File: config.mk
export PLATFORM = sky130hd
export DESIGN_NAME = lbc_cpu_end_flat
export DESIGN_NICKNAME = d
export VERILOG_FILES = /design/src/logic/lbc_pkg.sv /design/src/logic/lbc_bus_if.sv /design/src/logic/lbc_cpu_end.sv /design/src/flat_wrapper.sv
export SDC_FILE = /design/constraint.sdc
export NUM_CORES = 1
export LEC_CHECK = 0
export BUFFER_PORTS_ARGS = -buffer_cell sky130_fd_sc_hd__buf_2
export CAP_MARGIN = 30
export CORE_MARGIN = 2
export CORE_UTILIZATION = 30
export DETAILED_ROUTE_END_ITERATION = 10
export GPL_TIMING_DRIVEN = 1
export HOLD_SLACK_MARGIN = 0.02
export PLACE_DENSITY = 0.54
export SKIP_LAST_GASP = 1
export SYNTH_ARGS = -nofsm -noshare
export SYNTH_HDL_FRONTEND = slang
export SYNTH_SLANG_ARGS = --single-unit
File: constraint.sdc
create_clock -name core_clk -period 1.8 [get_ports core_clk]
set_input_delay 0.18 -clock core_clk [delete_from_list [all_inputs] [get_ports core_clk]]
set_output_delay 0.18 -clock core_clk [all_outputs]
set_load 0.1 [all_outputs]
File: src/logic/lbc_pkg.sv
`default_nettype none
package lbc_pkg;
    localparam int unsigned ADDR_W      = 24;
    localparam int unsigned DATA_W      = 16;
    localparam int unsigned IO_HI_LSB   = 16;
    localparam int unsigned CLK_DIV     = 2;
    // Clocks ready stays low after the first; far side filters its pins
    localparam logic [1:0] READY_HOLD   = 2'h3;
    // Byte-lane codes as {upper_byte_lane_enable_n, a0}
    localparam logic [1:0] LANE_WORD    = 2'h0;
    localparam logic [1:0] LANE_UPPER   = 2'h1;
    localparam logic [1:0] LANE_LOWER   = 2'h2;
    localparam logic [1:0] LANE_RSVD    = 2'h3;
    // Status codes as {cycle_status_hi_n, cycle_status_lo_n}
    localparam logic [1:0] ST_00        = 2'h0;
    localparam logic [1:0] ST_01        = 2'h1;
    localparam logic [1:0] ST_10        = 2'h2;
    localparam logic [1:0] ST_IDLE      = 2'h3;
    localparam logic [ADDR_W-1:0] ADDR_RST = 24'hFFFFFF;

    typedef enum logic [2:0] {
        CYC_NONE    = 3'h0,
        CYC_INTACK  = 3'h1,
        CYC_HALT    = 3'h2,
        CYC_MEM_RD  = 3'h3,
        CYC_MEM_WR  = 3'h4,
        CYC_IO_RD   = 3'h5,
        CYC_IO_WR   = 3'h6,
        CYC_FETCH   = 3'h7
    } lbc_cyc_t;

    typedef enum logic [1:0] {
        BS_IDLE   = 2'h0,
        BS_STATUS = 2'h1,
        BS_CMD    = 2'h3,
        BS_HELD   = 2'h2
    } lbc_bus_state_t;

    // Shared cycle decoder; reserved and idle codes give CYC_NONE
    function automatic lbc_cyc_t lbc_decode(input logic cod,
                                            input logic mio,
                                            input logic [1:0] st,
                                            input logic a1);
        lbc_cyc_t r;
        r = CYC_NONE;
        case ({cod, mio})
            2'h0: r = (st == ST_00) ? CYC_INTACK : CYC_NONE;
            2'h1: begin
                if (st == ST_00) begin
                    r = CYC_HALT;
                end else if (st == ST_01) begin
                    r = CYC_MEM_RD;
                end else if (st == ST_10) begin
                    r = CYC_MEM_WR;
                end
            end
            2'h2: begin
                if (st == ST_01) begin
                    r = CYC_IO_RD;
                end else if (st == ST_10) begin
                    r = CYC_IO_WR;
                end
            end
            default: r = (st == ST_01) ? CYC_FETCH : CYC_NONE;
        endcase
        return r;
    endfunction
endpackage
`default_nettype wire

File: src/logic/lbc_bus_if.sv
`timescale 1ns/100ps
`default_nettype none
interface lbc_bus_if;
    logic [23:0] addr;
    logic [23:0] addr_oe;
    logic        upper_byte_lane_enable_n;
    logic        ube_oe;
    logic        cycle_status_hi_n;
    logic        cycle_status_lo_n;
    logic        status_oe;
    logic        mem_io_select;
    logic        fetch_or_intack_select;
    logic        sel_oe;
    logic [15:0] data_cpu;
    logic [15:0] data_cpu_oe;
    logic [15:0] data_ext;
    logic [15:0] data_ext_oe;
    logic        ready_n;
    logic        bus_req;
    logic        bus_grant_out;
    logic        phase_reset;

    modport cpu (
        output addr, addr_oe, upper_byte_lane_enable_n, ube_oe,
        output cycle_status_hi_n, cycle_status_lo_n, status_oe,
        output mem_io_select, fetch_or_intack_select, sel_oe,
        output data_cpu, data_cpu_oe, bus_grant_out,
        input  data_ext, data_ext_oe, ready_n, bus_req, phase_reset
    );
    modport ctl (
        input  addr, addr_oe, upper_byte_lane_enable_n, ube_oe,
        input  cycle_status_hi_n, cycle_status_lo_n, status_oe,
        input  mem_io_select, fetch_or_intack_select, sel_oe,
        input  data_cpu, data_cpu_oe, bus_grant_out,
        output data_ext, data_ext_oe, ready_n, bus_req, phase_reset
    );
endinterface
`default_nettype wire

File: src/logic/lbc_cpu_end.sv
// Operation
// RULE1: Processor cycle is two system clocks.
// RULE2: Reset rising edge aligns divider phase.
// RULE3: Sample data on reads, drive on writes.
// RULE4: Release data while granted, keep last level.
// RULE5: I/O cycles drive address 23..16 low.
// RULE6: Address bit 0 low for lower lane.
// RULE7: Address outputs float while bus granted.
// RULE8: Upper lane enable low for upper byte.
// RULE9: Lane codes word, upper, lower, reserved.
// RULE10: Status lines low mark cycle start.
// RULE11: Status lines float high while granted.
// RULE12: Intack decode, code low, memory low.
// RULE13: Halt, shutdown, memory read and write decode; shutdown decodes as CYC_HALT.
// RULE14: Both status high means no cycle.
// RULE15: I/O read, write and fetch decode.
// RULE16: Memory select high for memory and halt.
// RULE17: Wait for ready low; ignore while held.
// RULE18: Float on request, then grant; reclaim.
// RULE19: Never emit reserved lane or status codes.
`timescale 1ns/100ps
`default_nettype none
module lbc_cpu_end (
    input  wire logic        core_clk,
    input  wire logic        nrst,
    lbc_bus_if.cpu           bus,
    input  wire logic        req_valid,
    input  wire lbc_pkg::lbc_cyc_t req_cyc,
    input  wire logic [23:0] req_addr,
    input  wire logic [1:0]  req_lanes,
    input  wire logic [15:0] req_wdata,
    output logic             req_ready,
    output logic             rsp_valid,
    output logic [15:0]      rsp_rdata,
    output logic             proc_phase
);
    logic [2:0]  rst_sync_q;
    logic [2:0]  req_sync_q;
    logic [2:0]  rdy_sync_q;
    logic        rst_lvl_q;
    logic        req_lvl_q;
    logic        rdy_lvl_q;
    logic        phase_q;
    lbc_pkg::lbc_bus_state_t st_q;
    lbc_pkg::lbc_cyc_t cyc_q;
    logic        floated_q;
    logic        lane_ok;
    logic        cyc_ok;
    logic        is_rd;
    logic        is_wr;

    // Pins from the far side pass three flops; second and third must agree
    always_ff @(posedge core_clk or negedge nrst) begin
        if (!nrst) begin
            rst_sync_q <= 3'h0;
            req_sync_q <= 3'h0;
            rdy_sync_q <= 3'h7;
        end else begin
            rst_sync_q <= {rst_sync_q[1:0], bus.phase_reset};
            req_sync_q <= {req_sync_q[1:0], bus.bus_req};
            rdy_sync_q <= {rdy_sync_q[1:0], bus.ready_n};
        end
    end

    always_ff @(posedge core_clk or negedge nrst) begin
        if (!nrst) begin
            rst_lvl_q <= 1'b0;
            req_lvl_q <= 1'b0;
            rdy_lvl_q <= 1'b1;
        end else begin
            if (rst_sync_q[1] == rst_sync_q[2]) rst_lvl_q <= rst_sync_q[2];
            if (req_sync_q[1] == req_sync_q[2]) req_lvl_q <= req_sync_q[2];
            if (rdy_sync_q[1] == rdy_sync_q[2]) rdy_lvl_q <= rdy_sync_q[2];
        end
    end

    // Divide by two; a rising phase_reset forces phase 0
    always_ff @(posedge core_clk or negedge nrst) begin
        if (!nrst) begin
            phase_q <= 1'b0;
        end else if (rst_sync_q[2] && rst_sync_q[1] && !rst_lvl_q) begin
            phase_q <= 1'b0; // [RULE2]
        end else begin
            phase_q <= ~phase_q; // [RULE1]
        end
    end

    assign proc_phase = phase_q;

    assign lane_ok = (req_lanes != lbc_pkg::LANE_RSVD); // [RULE9]
    assign cyc_ok  = (req_cyc != lbc_pkg::CYC_NONE); // [RULE19]
    assign is_rd   = (cyc_q == lbc_pkg::CYC_MEM_RD) ||
                     (cyc_q == lbc_pkg::CYC_IO_RD) ||
                     (cyc_q == lbc_pkg::CYC_FETCH) ||
                     (cyc_q == lbc_pkg::CYC_INTACK);
    assign is_wr   = (cyc_q == lbc_pkg::CYC_MEM_WR) ||
                     (cyc_q == lbc_pkg::CYC_IO_WR);

    // Bus sequencer; steps only on processor phase 1
    always_ff @(posedge core_clk or negedge nrst) begin
        if (!nrst) begin
            st_q      <= lbc_pkg::BS_IDLE;
            cyc_q     <= lbc_pkg::CYC_NONE;
            floated_q <= 1'b0;
        end else if (phase_q) begin
            case (st_q)
                lbc_pkg::BS_IDLE: begin
                    if (req_lvl_q) begin
                        st_q      <= lbc_pkg::BS_HELD; // [RULE18]
                        floated_q <= 1'b0;
                    end else if (req_valid && lane_ok && cyc_ok) begin
                        st_q  <= lbc_pkg::BS_STATUS; // [RULE10]
                        cyc_q <= req_cyc;
                    end
                end
                lbc_pkg::BS_STATUS: begin
                    st_q <= lbc_pkg::BS_CMD;
                end
                lbc_pkg::BS_CMD: begin
                    if (!rdy_lvl_q) begin
                        st_q <= lbc_pkg::BS_IDLE; // [RULE17]
                    end
                end
                lbc_pkg::BS_HELD: begin
                    // Drivers float two steps before the grant rises
                    floated_q <= 1'b1; // [RULE18]
                    if (!req_lvl_q) begin
                        st_q <= lbc_pkg::BS_IDLE; // [RULE18]
                    end
                end
                default: st_q <= lbc_pkg::BS_IDLE;
            endcase
        end
    end

    // Request handshake and read capture
    always_ff @(posedge core_clk or negedge nrst) begin
        if (!nrst) begin
            req_ready <= 1'b0;
            rsp_valid <= 1'b0;
            rsp_rdata <= 16'h0000;
        end else begin
            req_ready <= phase_q && st_q == lbc_pkg::BS_IDLE && !req_lvl_q
                         && req_valid && lane_ok && cyc_ok;
            rsp_valid <= phase_q && st_q == lbc_pkg::BS_CMD && !rdy_lvl_q;
            if (phase_q && st_q == lbc_pkg::BS_CMD && !rdy_lvl_q && is_rd)
                rsp_rdata <= bus.data_ext; // [RULE3]
        end
    end

    // Pin outputs
    always_ff @(posedge core_clk or negedge nrst) begin
        if (!nrst) begin
            bus.addr                     <= lbc_pkg::ADDR_RST;
            bus.addr_oe                  <= 24'hFFFFFF;
            bus.upper_byte_lane_enable_n <= 1'b1;
            bus.ube_oe                   <= 1'b1;
            bus.cycle_status_hi_n        <= 1'b1;
            bus.cycle_status_lo_n        <= 1'b1;
            bus.status_oe                <= 1'b1;
            bus.mem_io_select            <= 1'b0;
            bus.fetch_or_intack_select   <= 1'b0;
            bus.sel_oe                   <= 1'b1;
            bus.data_cpu                 <= 16'h0000;
            bus.data_cpu_oe              <= 16'h0000;
            bus.bus_grant_out            <= 1'b0;
        end else if (phase_q) begin
            bus.bus_grant_out <= (st_q == lbc_pkg::BS_HELD) && floated_q
                                 && req_lvl_q; // [RULE18]
            if (st_q == lbc_pkg::BS_HELD || (st_q == lbc_pkg::BS_IDLE
                                             && req_lvl_q)) begin
                bus.addr_oe     <= 24'h000000; // [RULE7]
                bus.ube_oe      <= 1'b0; // [RULE8]
                bus.status_oe   <= 1'b0; // [RULE11]
                bus.sel_oe      <= 1'b0;
                bus.data_cpu_oe <= 16'h0000; // [RULE4]
                bus.cycle_status_hi_n <= 1'b1;
                bus.cycle_status_lo_n <= 1'b1;
                if (!req_lvl_q) begin
                    bus.addr_oe   <= 24'hFFFFFF;
                    bus.ube_oe    <= 1'b1;
                    bus.status_oe <= 1'b1;
                    bus.sel_oe    <= 1'b1;
                end
            end else if (st_q == lbc_pkg::BS_IDLE && req_valid && lane_ok
                         && cyc_ok) begin
                bus.addr <= req_addr;
                if (req_cyc == lbc_pkg::CYC_IO_RD ||
                    req_cyc == lbc_pkg::CYC_IO_WR) begin
                    bus.addr[23:lbc_pkg::IO_HI_LSB] <= 8'h00; // [RULE5]
                end
                bus.addr[0] <= req_lanes[0]; // [RULE6]
                bus.upper_byte_lane_enable_n <= req_lanes[1]; // [RULE8]
                bus.mem_io_select <= (req_cyc == lbc_pkg::CYC_HALT) ||
                    (req_cyc == lbc_pkg::CYC_MEM_RD) ||
                    (req_cyc == lbc_pkg::CYC_MEM_WR) ||
                    (req_cyc == lbc_pkg::CYC_FETCH); // [RULE16]
                bus.fetch_or_intack_select <=
                    (req_cyc == lbc_pkg::CYC_IO_RD) ||
                    (req_cyc == lbc_pkg::CYC_IO_WR) ||
                    (req_cyc == lbc_pkg::CYC_FETCH); // [RULE12] [RULE15]
                case (req_cyc)
                    lbc_pkg::CYC_INTACK, lbc_pkg::CYC_HALT: begin
                        bus.cycle_status_hi_n <= 1'b0; // [RULE13]
                        bus.cycle_status_lo_n <= 1'b0;
                    end
                    lbc_pkg::CYC_MEM_WR, lbc_pkg::CYC_IO_WR: begin
                        bus.cycle_status_hi_n <= 1'b1;
                        bus.cycle_status_lo_n <= 1'b0;
                    end
                    default: begin
                        bus.cycle_status_hi_n <= 1'b0;
                        bus.cycle_status_lo_n <= 1'b1;
                    end
                endcase
                bus.data_cpu <= req_wdata;
            end else if (st_q == lbc_pkg::BS_STATUS) begin
                // Status lasts one processor cycle, then returns to 11
                bus.cycle_status_hi_n <= 1'b1; // [RULE14]
                bus.cycle_status_lo_n <= 1'b1;
                bus.data_cpu_oe <= is_wr ? 16'hFFFF : 16'h0000; // [RULE3]
            end else if (st_q == lbc_pkg::BS_CMD && !rdy_lvl_q) begin
                bus.data_cpu_oe <= 16'h0000;
            end
        end
    end
endmodule
`default_nettype wire

File: src/flat_wrapper.sv
// flat-port wrapper written by rule: the top's interface ports become plain ports
module lbc_cpu_end_flat 
  (core_clk, nrst, req_valid, req_cyc, req_addr, req_lanes, req_wdata, req_ready, rsp_valid, rsp_rdata, proc_phase, bus_addr, bus_addr_oe, bus_upper_byte_lane_enable_n, bus_ube_oe, bus_cycle_status_hi_n, bus_cycle_status_lo_n, bus_status_oe, bus_mem_io_select, bus_fetch_or_intack_select, bus_sel_oe, bus_data_cpu, bus_data_cpu_oe, bus_bus_grant_out, bus_data_ext, bus_data_ext_oe, bus_ready_n, bus_bus_req, bus_phase_reset);
  lbc_bus_if bus_i ();
  input  wire logic core_clk;
  input  wire logic nrst;
  input  wire logic req_valid;
  input  wire lbc_pkg::lbc_cyc_t req_cyc;
  input  wire logic [23:0] req_addr;
  input  wire logic [1:0] req_lanes;
  input  wire logic [15:0] req_wdata;
  output logic req_ready;
  output logic rsp_valid;
  output logic [15:0] rsp_rdata;
  output logic proc_phase;
  output wire logic [$bits(bus_i.addr)-1:0] bus_addr;
  output wire logic [$bits(bus_i.addr_oe)-1:0] bus_addr_oe;
  output wire logic [$bits(bus_i.upper_byte_lane_enable_n)-1:0] bus_upper_byte_lane_enable_n;
  output wire logic [$bits(bus_i.ube_oe)-1:0] bus_ube_oe;
  output wire logic [$bits(bus_i.cycle_status_hi_n)-1:0] bus_cycle_status_hi_n;
  output wire logic [$bits(bus_i.cycle_status_lo_n)-1:0] bus_cycle_status_lo_n;
  output wire logic [$bits(bus_i.status_oe)-1:0] bus_status_oe;
  output wire logic [$bits(bus_i.mem_io_select)-1:0] bus_mem_io_select;
  output wire logic [$bits(bus_i.fetch_or_intack_select)-1:0] bus_fetch_or_intack_select;
  output wire logic [$bits(bus_i.sel_oe)-1:0] bus_sel_oe;
  output wire logic [$bits(bus_i.data_cpu)-1:0] bus_data_cpu;
  output wire logic [$bits(bus_i.data_cpu_oe)-1:0] bus_data_cpu_oe;
  output wire logic [$bits(bus_i.bus_grant_out)-1:0] bus_bus_grant_out;
  input wire logic [$bits(bus_i.data_ext)-1:0] bus_data_ext;
  input wire logic [$bits(bus_i.data_ext_oe)-1:0] bus_data_ext_oe;
  input wire logic [$bits(bus_i.ready_n)-1:0] bus_ready_n;
  input wire logic [$bits(bus_i.bus_req)-1:0] bus_bus_req;
  input wire logic [$bits(bus_i.phase_reset)-1:0] bus_phase_reset;
  assign bus_addr = bus_i.addr;
  assign bus_addr_oe = bus_i.addr_oe;
  assign bus_upper_byte_lane_enable_n = bus_i.upper_byte_lane_enable_n;
  assign bus_ube_oe = bus_i.ube_oe;
  assign bus_cycle_status_hi_n = bus_i.cycle_status_hi_n;
  assign bus_cycle_status_lo_n = bus_i.cycle_status_lo_n;
  assign bus_status_oe = bus_i.status_oe;
  assign bus_mem_io_select = bus_i.mem_io_select;
  assign bus_fetch_or_intack_select = bus_i.fetch_or_intack_select;
  assign bus_sel_oe = bus_i.sel_oe;
  assign bus_data_cpu = bus_i.data_cpu;
  assign bus_data_cpu_oe = bus_i.data_cpu_oe;
  assign bus_bus_grant_out = bus_i.bus_grant_out;
  assign bus_i.data_ext = bus_data_ext;
  assign bus_i.data_ext_oe = bus_data_ext_oe;
  assign bus_i.ready_n = bus_ready_n;
  assign bus_i.bus_req = bus_bus_req;
  assign bus_i.phase_reset = bus_phase_reset;
  lbc_cpu_end u_core (.core_clk(core_clk), .nrst(nrst), .bus(bus_i), .req_valid(req_valid), .req_cyc(req_cyc), .req_addr(req_addr), .req_lanes(req_lanes), .req_wdata(req_wdata), .req_ready(req_ready), .rsp_valid(rsp_valid), .rsp_rdata(rsp_rdata), .proc_phase(proc_phase));
endmodule
==> results.py <==
metrics = {
    "synthesis": {
        "synthArstFlopShare_pct": 100,
        "syn_avg_cell_area_sq_um": 15.3,
        "ys_seq_area_share_pct": 56.6,
        "synth_cells": 248,
        "synth_area_sq_um": 3780,
        "synth.area.top_cells": "dfrtp_1 (34%), dfstp_2 (22%), mux2_4 (15%)",
        "synth_top_area_share_pct": 34.4,
        "synth_warnings": 0,
        "synth_edf_count": 0,
        "synth_seq_cells": 84,
        "synth_flop_cell": "dfrtp_1",
        "synth_cell_types": 39,
        "synth_area_leader_cell": "dfrtp_1",
        "syn_nets": 332,
    },
    "floorplan": {
        "fp.coreArea_sq_um": 12500,
        "io_pins": 191,
        "rows": 41,
        "die_y_um": 116,
        "die-area_sq_um": 13500,
        "start_util_pct": 30.4,
        "dieWidth_um": 116,
    },
    "final_layout": {
        "syn_to_final_growth_pct": 29.9,
        "fillers": 1201,
        "final_cell_mix": "buf_2 (172), dfrtp_1 (51), mux2_4 (37), dfstp_2 (32), mux2_2 (25)",
        "seqCellArea_sq_um": 2150,
        "layout_commonest_cell": "buf_2",
        "drive_gt1_share_pct": 74.9,
        "nets": 485,
        "antenna_cells": 0,
        "finalNonFillerCells": 578,
        "multiInputGateArea_sq_um": 1200,
    },
    "clock_network": {
        "clock_path_buffers": 2,
        "clkTransAtPathRegs_ps": 60,
        "cts_made_buffers": 9,
        "cts_tree": "yes",
        "cts_root_buf": "clkbuf_16",
        "clkLatencyLatePin_ps": 330,
        "clock_sinks": 84,
        "cts_resized": 0,
        "h-tree-depth": 3,
    },
    "detailed_routing": {
        "wl_per_cell_um": 13.1,
        "finalWirelength_um": 7590,
        "drt_first_pass_iters": 5,
        "vias": 2404,
        "drc_errors": 0,
        "drtIter0Drc": 33,
        "ant_nets": 0,
        "viasPerCell": 4.16,
    },
    "sta": {
        "min_period_over_period_pct": 96.0,
        "report.final.setup_viol": 0,
        "fin_worst_skew_ps": 4.93,
        "fmax_mhz": 579,
        "tightest_slew_ps": 506,
        "slew_viol_final": 0,
        "period_needed_ps": 1730,
        "rsz0062_at_grt": "yes",
        "hold_viol_final": 0,
        "slew_headroom_pct": 66.5,
    },
    "place": {
        "gp_congestion": 0.767,
        "dpl.cell_count": 558,
        "port_buffers": 173,
        "dpl.hpwl_um": 5510,
    },
    "setup_path": {
        "crit_end": "bus_addr_oe[23]",
        "critPathSlowestCell": "dfstp_2",
        "cp_top_family": "flip-flops",
        "cp_data_required_time_ps": 1620,
        "crit_type": "reg -> out",
        "crit_fanout": 28,
        "worstPathArrival_ps": 1550,
        "reg2reg_to": "u_core.bus.mem_io_select$_DFFE_PN0P_",
        "path_cells": "buf_2",
        "r2r_slack_ps": 130,
        "r2r-start": "u_core.req_lvl_q$_DFFE_PN0N_",
        "critical_path.max_stage_delay_ps": 720,
        "startpoint": "u_core.bus.addr_oe[22]$_DFFE_PN1P_",
        "crit_cells": 1,
        "critPathLaunchType": "flop",
        "cp_num_buf_inv": 1,
        "rr_worst_depth": 5,
        "end_kind": "output port",
    },
    "global_route": {
        "grt_util_all_layers_pct": 11.5,
        "grt_max_degree": 64,
        "grt-ovfl-total": 0,
        "grt_pass1_wl_um": 11800,
        "grt_pass1_vias": 2346,
        "antenna_found_initial": 0,
    },
    "job": {
        "cap_viol_max_count": 0,
    },
    "min_path": {
        "holdCritPathClass": "in -> reg",
        "hold_depth": 2,
    },
    "outcome": {
        "outcome": "completed",
    },
}
-- cells in the mapped netlist (2+ instances only) --
cell,instances
buf_12,4
a21oi_1,4
o21ai_0,4
maj3_1,2
a211oi_1,4
a21boi_0,8
dfstp_2,32
mux2_4,37
buf_4,42
dfrtp_1,52
inv_1,5
mux2_2,25
nand3_1,2
or3_1,2
-- worst min-delay path by stage --
stage / end / slack (ps) / start
global placement: u_core.bus.data_cpu[10]$_DFFE_PN0P_ / 90 / nrst
global route: u_core.bus.data_cpu[4]$_DFFE_PN0P_ / 60 / req_wdata[4]
CTS: u_core.bus.data_cpu[15]$_DFFE_PN0P_ / 60 / req_wdata[15]
detailed placement: u_core.bus.data_cpu[10]$_DFFE_PN0P_ / 90 / nrst
floorplan: u_core.bus.bus_grant_out$_DFFE_PN0P_ / -120 / nrst
finish: u_core.bus.data_cpu[15]$_DFFE_PN0P_ / 80 / req_wdata[15]
-- timing repair --
item / 4_1_cts / 5_1_grt
endpoints found under the setup margin: 0 / 27
buffers inserted: 0 / 0
hold endpoints to repair: 24 / 0
hold buffers: 4 / 0
-- kinds of logic after synthesis --
family	share of synthesized area [%]
DFF	56.6
muxes	22.4
buffers and inverters	11.6
AOI/OAI and AO/OA	4.83
and+or+nand+nor	3.27
adders and majority gates	0.859
xor gates and xnor gates	0.463
-- layer usage --
metal	GRT usage (%)	routed length [um]
met1	15.4	3470
met2	17.5	3540
met3	2.23	427
met4	6.35	164
met5	0	0
-- area by class of cell --
type,instances,area share [%]
sequential,84,43.6
multi-input combinational,109,24.5
timing repair buffer,191,21.4
clock buffer,11,4.94
tap,172,4.38
inverter,6,0.611
clock inverter,5,0.560
-- per-stage QoR --
step | setup TNS, ps | utilization, % | hold slack [ps] | cell area [sq um] | setup WS, ps
5_1_grt | -1580 | 39.4 | 57.5 | 4920 | -65.9
6_report | 0 | 39.4 | 76.3 | 4920 | 72.7
3_5_place_dp | 0 | 36.9 | 93.2 | 4610 | 118
4_1_cts | 0 | 39.4 | 62.5 | 4920 | 39.1
2_1_floorplan | 0 | - | -116 | 3790 | 19.6
3_3_place_gp | 0 | 36.9 | 85.5 | 4610 | 126
-- flip-flops by register name, summed over array words and instances (netlist names), 2 cells and up --
name	count
u_core.bus.addr	24
u_core.bus.data_cpu	16
u_core.cyc_q	2
u_core.rdy_sync_q	3
u_core.req_sync_q	3
u_core.rsp_rdata	16
u_core.rst_sync_q	3
u_core.st_q	2
Power is not shown: default switching activity piles up to over one toggle a cycle in this logic, so the estimate is an artifact.
